`src/adc_defs.vh`:
```
// Constants of the accessory detect control block.
// Assumes inclusion by adc_ctrl.v only; definitions only.
`ifndef ADC_DEFS_VH
`define ADC_DEFS_VH

// ****************************************
// Serial slave
// ****************************************
`define ADC_SLAVE_ADDR 7'h25
`define ADC_SCL_MAX_KHZ 400

// ****************************************
// Register offsets
// ****************************************
`define ADC_R_CTRL 8'h02
`define ADC_R_INT 8'h03
`define ADC_R_CODE 8'h07
`define ADC_R_DTYPE 8'h0a
`define ADC_R_MSW 8'h13
`define ADC_R_SRST 8'h1b

// ****************************************
// Fields and reset values
// ****************************************
`define ADC_CTRL_MASK 0
`define ADC_CTRL_AUTO 2
`define ADC_CTRL_RST 8'h05
`define ADC_MSW_RST 8'h00
`define ADC_SRST_BIT 0
`define ADC_INT_ATT 0
`define ADC_INT_DET 1
`define ADC_INT_VBUS 2

// ****************************************
// Accessory codes and classes
// ****************************************
`define ADC_CODE_UNK0 5'h15
`define ADC_CODE_UNK1 5'h16
`define ADC_CODE_TRAVEL_ADAPTER 5'h17
`define ADC_CODE_USB_OFF 5'h18
`define ADC_CODE_USB_ON 5'h19
`define ADC_CODE_UNK2 5'h1a
`define ADC_CODE_UNK3 5'h1b
`define ADC_CODE_UART_OFF 5'h1c
`define ADC_CODE_UART_ON 5'h1d
`define ADC_CODE_UNK4 5'h1e
`define ADC_CODE_OPEN 5'h1f
`define ADC_DT_TRAVEL_ADAPTER 0
`define ADC_DT_USB_OFF 1
`define ADC_DT_USB_ON 2
`define ADC_DT_UART_OFF 3
`define ADC_DT_UART_ON 4
`define ADC_DT_UNK 5

// ****************************************
// Switch paths
// ****************************************
`define ADC_SW_OPEN 2'h0
`define ADC_SW_USB 2'h1
`define ADC_SW_UART 2'h2

`endif

```
`src/adc_ctrl.v`:
```
// Control logic of a USB port accessory detector: supply gating, resets,
// serial register slave, switch and charger selection, ID code reporting.
// Assumes all inputs synchronous to i_clk_sys and an ID converter outside.
`timescale 1ns/1ps
`include "adc_defs.vh"

module adc_ctrl
(
  input wire i_clk_sys,
  input wire i_sys_rst,
  input wire i_bat_valid,
  input wire i_vbus_valid,
  input wire i_host_io_supply,
  input wire i_scl,
  input wire i_sda,
  input wire i_id_valid,
  input wire [4:0] i_id_code,
  output reg o_sda,
  output reg o_sda_oe_n,
  output reg o_int_n,
  output reg [1:0] o_sw_path,
  output reg o_chg_en,
  output reg o_chg_hi
);

  localparam S_IDLE = 3'd0;
  localparam S_ADDR = 3'd1;
  localparam S_REG = 3'd2;
  localparam S_WR = 3'd3;
  localparam S_ACK = 3'd4;
  localparam S_RD = 3'd5;
  localparam S_RACK = 3'd6;

  // ****************************************
  // Functions
  // ****************************************
  function [7:0] dev_class;
    input [4:0] code;
    input vbus;
    begin
      dev_class = 8'h00;
      case (code)
        `ADC_CODE_TRAVEL_ADAPTER: dev_class[`ADC_DT_TRAVEL_ADAPTER] = vbus;
        `ADC_CODE_USB_OFF: dev_class[`ADC_DT_USB_OFF] = 1'b1;
        `ADC_CODE_USB_ON: dev_class[`ADC_DT_USB_ON] = 1'b1;
        `ADC_CODE_UART_OFF: dev_class[`ADC_DT_UART_OFF] = 1'b1;
        `ADC_CODE_UART_ON: dev_class[`ADC_DT_UART_ON] = 1'b1;
        `ADC_CODE_OPEN: dev_class = 8'h00;
        default: dev_class[`ADC_DT_UNK] = 1'b1;
      endcase
    end
  endfunction

  function [1:0] auto_path;
    input [7:0] dt;
    begin
      if (dt[`ADC_DT_USB_OFF] | dt[`ADC_DT_USB_ON])
        auto_path = `ADC_SW_USB;
      else if (dt[`ADC_DT_UART_OFF] | dt[`ADC_DT_UART_ON])
        auto_path = `ADC_SW_UART;
      else
        auto_path = `ADC_SW_OPEN;
    end
  endfunction

  // ****************************************
  // Supplies and resets
  // ****************************************
  reg bat_q;
  reg vbus_q;
  reg por;
  reg sw_rst;
  wire rst_all;
  wire com_en;

  // Power-on pulse only when leaving the fully unpowered state
  always @(posedge i_clk_sys)
  begin
    if (i_sys_rst)
    begin
      bat_q <= 1'b0;
      vbus_q <= 1'b0;
      por <= 1'b0;
    end
    else
    begin
      bat_q <= i_bat_valid;
      vbus_q <= i_vbus_valid;
      por <= (i_bat_valid | i_vbus_valid) & ~bat_q & ~vbus_q;
    end
  end

  assign rst_all = i_sys_rst | por | sw_rst;
  assign com_en = i_bat_valid & i_host_io_supply;

  // ****************************************
  // Registers
  // ****************************************
  reg [7:0] ctrl;
  reg [7:0] msw;
  reg [7:0] int_st;
  reg [4:0] id_code;
  reg [7:0] dtype;
  reg vbus_seen;
  reg [7:0] ptr;
  reg wr_stb;
  reg [7:0] wr_data;
  reg [7:0] wr_addr;
  reg rd_clr;
  reg [7:0] int_set;

  function [7:0] rd_reg;
    input [7:0] a;
    begin
      case (a)
        `ADC_R_CTRL: rd_reg = ctrl;
        `ADC_R_INT: rd_reg = int_st;
        `ADC_R_CODE: rd_reg = {3'h0, id_code};
        `ADC_R_DTYPE: rd_reg = dtype;
        `ADC_R_MSW: rd_reg = msw;
        default: rd_reg = 8'h00;
      endcase
    end
  endfunction

  always @*
  begin
    int_set = 8'h00;
    if (i_bat_valid & i_id_valid)
    begin
      int_set[`ADC_INT_ATT] = (i_id_code != `ADC_CODE_OPEN);
      int_set[`ADC_INT_DET] = (i_id_code == `ADC_CODE_OPEN) & (id_code != `ADC_CODE_OPEN);
    end
    int_set[`ADC_INT_VBUS] = i_bat_valid & (i_vbus_valid != vbus_seen);
  end

  // Standby after reset: code reads open, no class, switches open
  always @(posedge i_clk_sys)
  begin
    if (rst_all)
    begin
      ctrl <= `ADC_CTRL_RST;
      msw <= `ADC_MSW_RST;
      int_st <= 8'h00;
      id_code <= `ADC_CODE_OPEN;
      dtype <= 8'h00;
      vbus_seen <= 1'b0;
      sw_rst <= 1'b0;
    end
    else
    begin
      sw_rst <= wr_stb & (wr_addr == `ADC_R_SRST) &
        wr_data[`ADC_SRST_BIT];
      if (wr_stb & (wr_addr == `ADC_R_CTRL))
        ctrl <= wr_data;
      if (wr_stb & (wr_addr == `ADC_R_MSW))
        msw <= wr_data;
      // A new event beats a read-clear in the same cycle
      int_st <= (int_st & ~(rd_clr ? 8'hff : 8'h00)) | int_set;
      if (i_bat_valid)
        vbus_seen <= i_vbus_valid;
      if (i_bat_valid & i_id_valid)
      begin
        id_code <= i_id_code;
        dtype <= dev_class(i_id_code, i_vbus_valid);
      end
    end
  end

  // ****************************************
  // Outputs
  // ****************************************
  always @(posedge i_clk_sys)
  begin
    if (rst_all)
    begin
      o_int_n <= 1'b1;
      o_sw_path <= `ADC_SW_OPEN;
      o_chg_en <= 1'b0;
      o_chg_hi <= 1'b0;
    end
    else
    begin
      o_int_n <= ~(com_en & ~ctrl[`ADC_CTRL_MASK] & (|int_st));
      if (~i_bat_valid)
        o_sw_path <= `ADC_SW_OPEN;
      else if (ctrl[`ADC_CTRL_AUTO])
        o_sw_path <= auto_path(dtype);
      else
        o_sw_path <= (msw[1:0] == 2'h3) ? `ADC_SW_OPEN : msw[1:0];
      o_chg_en <= i_vbus_valid;
      o_chg_hi <= i_vbus_valid & dtype[`ADC_DT_TRAVEL_ADAPTER];
    end
  end

  // ****************************************
  // Serial slave
  // ****************************************
  // Sampled at 100 MHz; 400 kHz bus leaves 250 samples per bit
  reg scl_q;
  reg sda_q;
  reg [2:0] st;
  reg [2:0] ack_next;
  reg [3:0] cnt;
  reg [7:0] sh;
  reg [7:0] tx;
  reg nack;
  wire scl_rise;
  wire scl_fall;
  wire start_c;
  wire stop_c;

  assign scl_rise = i_scl & ~scl_q;
  assign scl_fall = ~i_scl & scl_q;
  assign start_c = i_scl & scl_q & sda_q & ~i_sda;
  assign stop_c = i_scl & scl_q & ~sda_q & i_sda;

  always @(posedge i_clk_sys)
  begin
    if (rst_all | ~com_en)
    begin
      scl_q <= 1'b1;
      sda_q <= 1'b1;
      st <= S_IDLE;
      ack_next <= S_IDLE;
      cnt <= 4'h0;
      sh <= 8'h00;
      tx <= 8'hff;
      nack <= 1'b0;
      o_sda <= 1'b0;
      o_sda_oe_n <= 1'b1;
      wr_stb <= 1'b0;
      wr_data <= 8'h00;
      wr_addr <= 8'h00;
      rd_clr <= 1'b0;
      if (rst_all)
        ptr <= 8'h00;
    end
    else
    begin
      scl_q <= i_scl;
      sda_q <= i_sda;
      wr_stb <= 1'b0;
      rd_clr <= 1'b0;
      if (start_c)
      begin
        st <= S_ADDR;
        cnt <= 4'h0;
        o_sda_oe_n <= 1'b1;
      end
      else if (stop_c)
      begin
        st <= S_IDLE;
        o_sda_oe_n <= 1'b1;
      end
      else if (scl_rise)
      begin
        case (st)
          S_ADDR, S_REG, S_WR:
          begin
            sh <= {sh[6:0], i_sda};
            cnt <= cnt + 4'h1;
          end
          S_RACK: nack <= i_sda;
          default: ;
        endcase
      end
      else if (scl_fall)
      begin
        case (st)
          S_ADDR:
            if (cnt == 4'h8)
            begin
              if (sh[7:1] == `ADC_SLAVE_ADDR)
              begin
                st <= S_ACK;
                o_sda_oe_n <= 1'b0;
                ack_next <= sh[0] ? S_RD : S_REG;
              end
              else
                st <= S_IDLE;
            end
          S_REG:
            if (cnt == 4'h8)
            begin
              ptr <= sh;
              st <= S_ACK;
              o_sda_oe_n <= 1'b0;
              ack_next <= S_WR;
            end
          S_WR:
            if (cnt == 4'h8)
            begin
              wr_stb <= 1'b1;
              wr_addr <= ptr;
              wr_data <= sh;
              ptr <= ptr + 8'h01;
              st <= S_ACK;
              o_sda_oe_n <= 1'b0;
              ack_next <= S_WR;
            end
          S_ACK, S_RACK:
          begin
            cnt <= 4'h0;
            if ((st == S_ACK) & (ack_next != S_RD))
            begin
              o_sda_oe_n <= 1'b1;
              st <= ack_next;
            end
            else if ((st == S_RACK) & nack)
            begin
              o_sda_oe_n <= 1'b1;
              st <= S_IDLE;
            end
            else
            begin
              // Read continues from the current pointer
              {o_sda_oe_n, tx[6:0]} <= rd_reg(ptr);
              rd_clr <= (ptr == `ADC_R_INT);
              ptr <= ptr + 8'h01;
              cnt <= 4'h1;
              st <= S_RD;
            end
          end
          S_RD:
            if (cnt == 4'h8)
            begin
              o_sda_oe_n <= 1'b1;
              st <= S_RACK;
            end
            else
            begin
              o_sda_oe_n <= tx[6];
              tx <= {tx[6:0], 1'b0};
              cnt <= cnt + 4'h1;
            end
          default: st <= S_IDLE;
        endcase
      end
    end
  end

endmodule // adc_ctrl

```
`config.mk`:
```
export PLATFORM = sky130hd
export DESIGN_NAME = adc_ctrl
export DESIGN_NICKNAME = d
export VERILOG_FILES = /design/src/adc_ctrl.v
export VERILOG_INCLUDE_DIRS = /design/src
export SDC_FILE = /design/constraint.sdc
export NUM_CORES = 1
export LEC_CHECK = 0
export CAP_MARGIN = 20
export CORE_UTILIZATION = 57
export DETAILED_ROUTE_END_ITERATION = 10
export DONT_BUFFER_PORTS = 1
export GPL_TIMING_DRIVEN = 0
export PLACE_DENSITY_LB_ADDON = 0.1
export SYNTH_ARGS = -nofsm -noshare
export SYNTH_HDL_FRONTEND = slang
export SYNTH_SLANG_ARGS = --single-unit
```
`constraint.sdc`:
```
create_clock -name i_clk_sys -period 2.1 [get_ports i_clk_sys]
set_input_delay 0.315 -clock i_clk_sys [delete_from_list [all_inputs] [get_ports i_clk_sys]]
set_output_delay 0.315 -clock i_clk_sys [all_outputs]
set_load 0.005 [all_outputs]
```
# Word-level counts from Yosys, hierarchy flattened

Cells that the tools add are included.

Flip-flop bits (word level): 100
Input port bits: 13
Output and inout port bits: 7
Word-level logic and storage cells: 213

$add $sub $neg: 2
Eq/ne operators: 48
Multiplexer cells: 59
Bitwise operators: 47
Reduce and logical (&&, ||, !) cells: 28

Operators by type and width:

| cell                                                                    | number |
|---|---|
| 8-bit 2-to-1 mux                                                        | 11 |
| 8-bit one-hot mux with 5 select lines                                   | 1 |
| 5-bit == test, second input constant                                    | 6 |
| 3-bit 2-to-1 mux                                                        | 10 |
| 8-bit by 2-bit == test with 1-bit output, second input constant         | 3 |
| 8-bit by 5-bit == test with 1-bit output, second input constant         | 3 |
| 8-bit one-hot mux with 3 select lines                                   | 1 |
| 1-bit bitwise AND                                                       | 22 |
| 7-bit 2-to-1 mux                                                        | 3 |
| 1-bit 2-to-1 mux                                                        | 19 |
| 3-bit inequality test, second input constant                            | 6 |
| 4-bit 2-to-1 mux                                                        | 4 |
| 1-bit NOT                                                               | 16 |
| 8-bit AND reduction                                                     | 2 |
| 8-bit OR reduction                                                      | 2 |
| 5-bit AND reduction                                                     | 3 |
| 2-bit inequality test, second input constant                            | 7 |
| 7-bit one-hot mux with 2 select lines                                   | 1 |
| 3-bit one-hot mux with 4 select lines                                   | 1 |
| 6-bit AND reduction                                                     | 2 |
| 6-bit OR reduction                                                      | 2 |
| 2-bit 2-to-1 mux                                                        | 5 |
| 2-bit by 1-bit inequality test with 1-bit output, second input constant | 5 |
| 5-bit inequality test, second input constant                            | 2 |
| 28 further kinds                                                        | 47 |

# Logic depth before layout (Yosys ltp)

Depth after elaboration: 10
Depth in mapped cells: 9
Gate-level depth less buffers: 7

# Worst setup path after synthesis

Ideal clock, no wire load.

Path kind: register to register
Start: reg st[1]
End: reg ptr[0], enable pin
Setup time: 0.375 ns
Arrival: 1.631 ns
Required time: 1.725 ns
Slack: 0.094 ns
Cell stages (with the launch flop): 6
Buffers on the path: 2
Clock period less this slack: 2.006 ns
Cell sequence: dfxtp_1 -> buf_4 -> buf_4 -> o311ai_0 -> o2111ai_1 -> a21oi_1

Word-level cells in the longest chain between the ends: 4
Elaborated cells between the ends (all ways): 13
Those cells by class: eq/ne (8); bitwise (2); reduce/logical (3)

RTL lines:

| element                                                               | line                                           | RTL |
|---|---|---|
| start: declaration                                                    | adc_ctrl.v:202                                 | `reg [2:0] st;` |
| start signal: assignment                                              | adc_ctrl.v:308                                 | `st <= ack_next;` |
| 3-bit == test, on equally long branches                               | adc_ctrl.v:270, adc_ctrl.v:310, adc_ctrl.v:305 |  |
| 1-bit bitwise AND, or another cell as far along                       | adc_ctrl.v:310                                 | `else if ((st == S_RACK) & nack)` |
| 3-bit inequality test (no line) or 4-bit nonzero test (tied branches) | -                                              |  |
| 10-bit AND reduction (no line) (*)                                    | -                                              |  |
| end signal: assignment                                                | adc_ctrl.v:286                                 | `ptr <= sh;` |
| end signal: assignment                                                | adc_ctrl.v:297                                 | `ptr <= ptr + 8'h01;` |
| end signal: assignment                                                | adc_ctrl.v:320                                 | `ptr <= ptr + 8'h01;` |
| end: declaration                                                      | adc_ctrl.v:105                                 | `reg [7:0] ptr;` |

Every way passes the cells marked *; elsewhere a longest branch is shown, timed or not.
A chain may end at the register's enable or synchronous reset.

# Worst setup path in the final report

Start: reg scl_q
End: reg ack_next[1]

Word-level cells in the longest chain between the ends: 5
Elaborated cells between the ends (all ways): 12
Those cells by class: bitwise (11); reduce/logical (1)

RTL lines:

| element                                                  | line                           | RTL |
|---|---|---|
| start: declaration                                       | adc_ctrl.v:200                 | `reg scl_q;` |
| start signal: assignment                                 | adc_ctrl.v:241                 | `scl_q <= i_scl;` |
| 1-bit bitwise AND                                        | adc_ctrl.v:215, adc_ctrl.v:216 |  |
| 1-bit bitwise AND, on equally long branches (2 in a row) | adc_ctrl.v:216, adc_ctrl.v:215 |  |
| 1-bit NOT (no line)                                      | -                              |  |
| 8-bit AND reduction (no line) (*)                        | -                              |  |
| end signal: assignment                                   | adc_ctrl.v:278                 | `ack_next <= sh[0] ? S_RD : S_REG;` |
| end: declaration                                         | adc_ctrl.v:203                 | `reg [2:0] ack_next;` |

Marks and branches as above.

==> reports/summary.txt <==
Root Driver -> clkbuf_8
Worst hold endpoint -> scl_q
CORE AREA -> 8175 µm²
Count leader, synth -> dfxtp_1
I/O Pins -> 20
Worst setup EP type -> register
Syn Std Cell Area -> 4777 µm²
Crit Path Max Fanout -> 8
GR Util All Layers -> 0.2789
Post-layout min period -> 2.002 ns
Top-area cell type share of the netlist area -> 0.3855
DP HPWL -> 8.597 mm
Nets -> 570
Global-route wire length before repair -> 18.46 mm
#FFs+latches synth -> 100
Count of final setup violators -> 0
Synth cell types -> 65
Pwr dens -> 678.6 nW/µm²
Fraction of layout cells with a size suffix above 1 -> 0.1261
R2R cell count -> 7
Clk_lat worst skew -> 0.37 ns
Hold WC Path Type -> in -> reg
Total Routed Length -> 11.73 mm
Final hold vios -> 0
VDD IR max -> 0.4808 mV
Most frequent cells after synthesis -> dfxtp_1 (92), nand2_1 (70), nor2_1 (58), a21oi_1 (42), mux2i_1 (35)
Max-slew violations -> 0
Lkg Pwr -> 1.814 nW
Largest net degree at the start of global routing -> 17
CTS tree -> built
FILL cells -> 716
Crit path launch type -> register
Fmax -> 0.4995 GHz
Largest area contributor in the netlist -> dfxtp_1
Diode count -> 0
Via count -> 3935
Min-Delay Startpoint -> i_scl
Initial antenna violation count -> 0
Vias in the first global route -> 3713
Post-layout util -> 0.6367
Final Cycle Share -> 0.9534
Clk buf depth -> 2
Dominant synthesized flop cell -> dfxtp_1
Post-synthesis area per instance -> 8.896 µm²
Reg2reg setup slack -> 0.1 ns
Port Buffers -> 0
DRT iter0 DRCs -> 239
Die Wd -> 93.55 µm
Die area -> 8751 µm²
Post-synth EDFFs -> 8
Number of buffers created by CTS -> 9
Drt drc -> 0
Max_slew headroom -> 0.5362
Die height -> 93.55 µm
Grt total ovfl -> 0
Clk slew on worst S/H paths -> 0.10 ns
Synthesis Warnings -> 0
Ys async rst share -> 0
# H-tree levels -> 3
R2r startpoint -> scl_q
Worst Skew -> 0.01654 ns
Register area -> 2083 µm²
WP data arrival -> 2.28 ns
CP required -> 2.38 ns
Register area share after synthesis -> 0.4358
RR Endpoint -> ack_next[1]
Total power draw -> 3.532 mW
DR vias/cell -> 5.962
First-pass DRT Iterations -> 5
Placer Congestion -> 0.9170
CTS Sinks -> 100
Initial Util -> 0.5843
Slew @ Worst Pin -> 0.6893 ns
Final antenna-violating net count -> 0
Post-Syn Instances -> 537
Multi-input gate area -> 2529 µm²
Hold Path Depth -> 2
Largest cells by area after synthesis -> dfxtp_1 (39%), mux2i_1 (7.3%), nand2_1 (5.5%)
Wire per inst -> 17.77 µm
Max-cap violations -> 0
Run status -> completed
FP Rows -> 33
WS Path Type -> reg -> reg
Area Growth Syn to Fin -> 8.958%
Syn Nets -> 557
repair_timing:
action,CTS,global route
gates resized for setup,4,12
pin swaps,0,3
endpoints found under the hold margin,0,1
hold buffers,0,1
setup buffers,0,1
setup endpoints to repair,9,31
layer usage:
metal | routed length (µm) | vias up | global-route usage
li1 | - | 1929 | -
met1 | 5224 | 1871 | 0.3459
met2 | 5596 | 108 | 0.4675
met3 | 575 | 27 | 0.06341
met4 | 332 | 0 | 0.1115
met5 | 0 | - | 0
worst max-delay path, cell delays in order (launching register included):
cell      delay [ns]
dfxtp_1         0.38
ha_1            0.16
clkbuf_2        0.20
nor2b_4         0.23
a41oi_2         0.18
nor4_4          0.43
nor2_1          0.08
a311oi_1        0.27
where the power goes:
| group | internal (mW) | switching [mW] |
|---|---|---|
| combinational | 0.0918 | 0.159 |
| sequential | 1.95 | 0.0256 |
| clock | 0.626 | 0.680 |
worst max-delay path by stage:
stage / start / end / slack [ns]
floorplan: st[1] / ptr[0] / 0.09
global placement: st[1] / ptr[5] / -0.38
detailed placement: st[1] / ptr[5] / -0.42
CTS: cnt[0] / tx[4] / 0.005
global route: scl_q / ack_next[1] / -0.005
finish: scl_q / ack_next[1] / 0.1
cell usage in the layout, fill, tap and decap left out, drive strengths merged, types with 6 or more instances in the layout:
cell type / instances
a221o: 6
and3: 11
edfxtp: 8
buf: 20
dfxtp: 92
mux2i: 35
mux2: 6
nand2b: 8
nor2: 59
nand2: 70
nand3: 13
nor3: 13
o21ai: 21
a21oi: 43
nor2b: 8
clkbuf: 27
a211oi: 12
nor4: 8
inv: 12
ha: 7
metrics by stage:
stage,setup slack [ns],instance area [µm²],std cells,hold slack (ns),TNS (ns)
global route,-0.004908,5205,660,0.04925,-0.004908
CTS,0.005345,5132,658,0.009351,0
floorplan,0.09374,4777,537,0.3983,0
finish,0.09787,5205,660,0.03834,0
detailed placement,-0.4169,4908,642,0.4053,-3.332
global placement,-0.3767,4908,642,0.4049,-3.011
cells by family after synthesis:
| logic type | after synthesis | share of synthesized area |
|---|---|---|
| compound gates | 117 | 0.1590 |
| xor+xnor | 8 | 0.01467 |
| fa+ha+maj | 7 | 0.01833 |
| buf+inv | 45 | 0.04898 |
| flops | 100 | 0.4358 |
| mux | 41 | 0.08748 |
| other cells | 1 | 0.0007850 |
| simple gates | 218 | 0.2349 |
sequential cells by signal, indices dropped and copies added (netlist names), 4 cells and up:
signal	flops
dtype	6
sh	8
ctrl	8
int_st	8
cnt	4
id_code	5
ptr	8
wr_data	8
msw	8
tx	7
wr_addr	8
final cells by class:
class,instances,share of cell area
multi-input combinational,392,0.4858
sequential,100,0.4002
buffer,35,0.03822
clock buffer,11,0.02933
tap,105,0.02524
clock inverter,5,0.01058
inverter,10,0.007212
timing repair buffer,2,0.003365
Power figures use the tool's default switching activity.
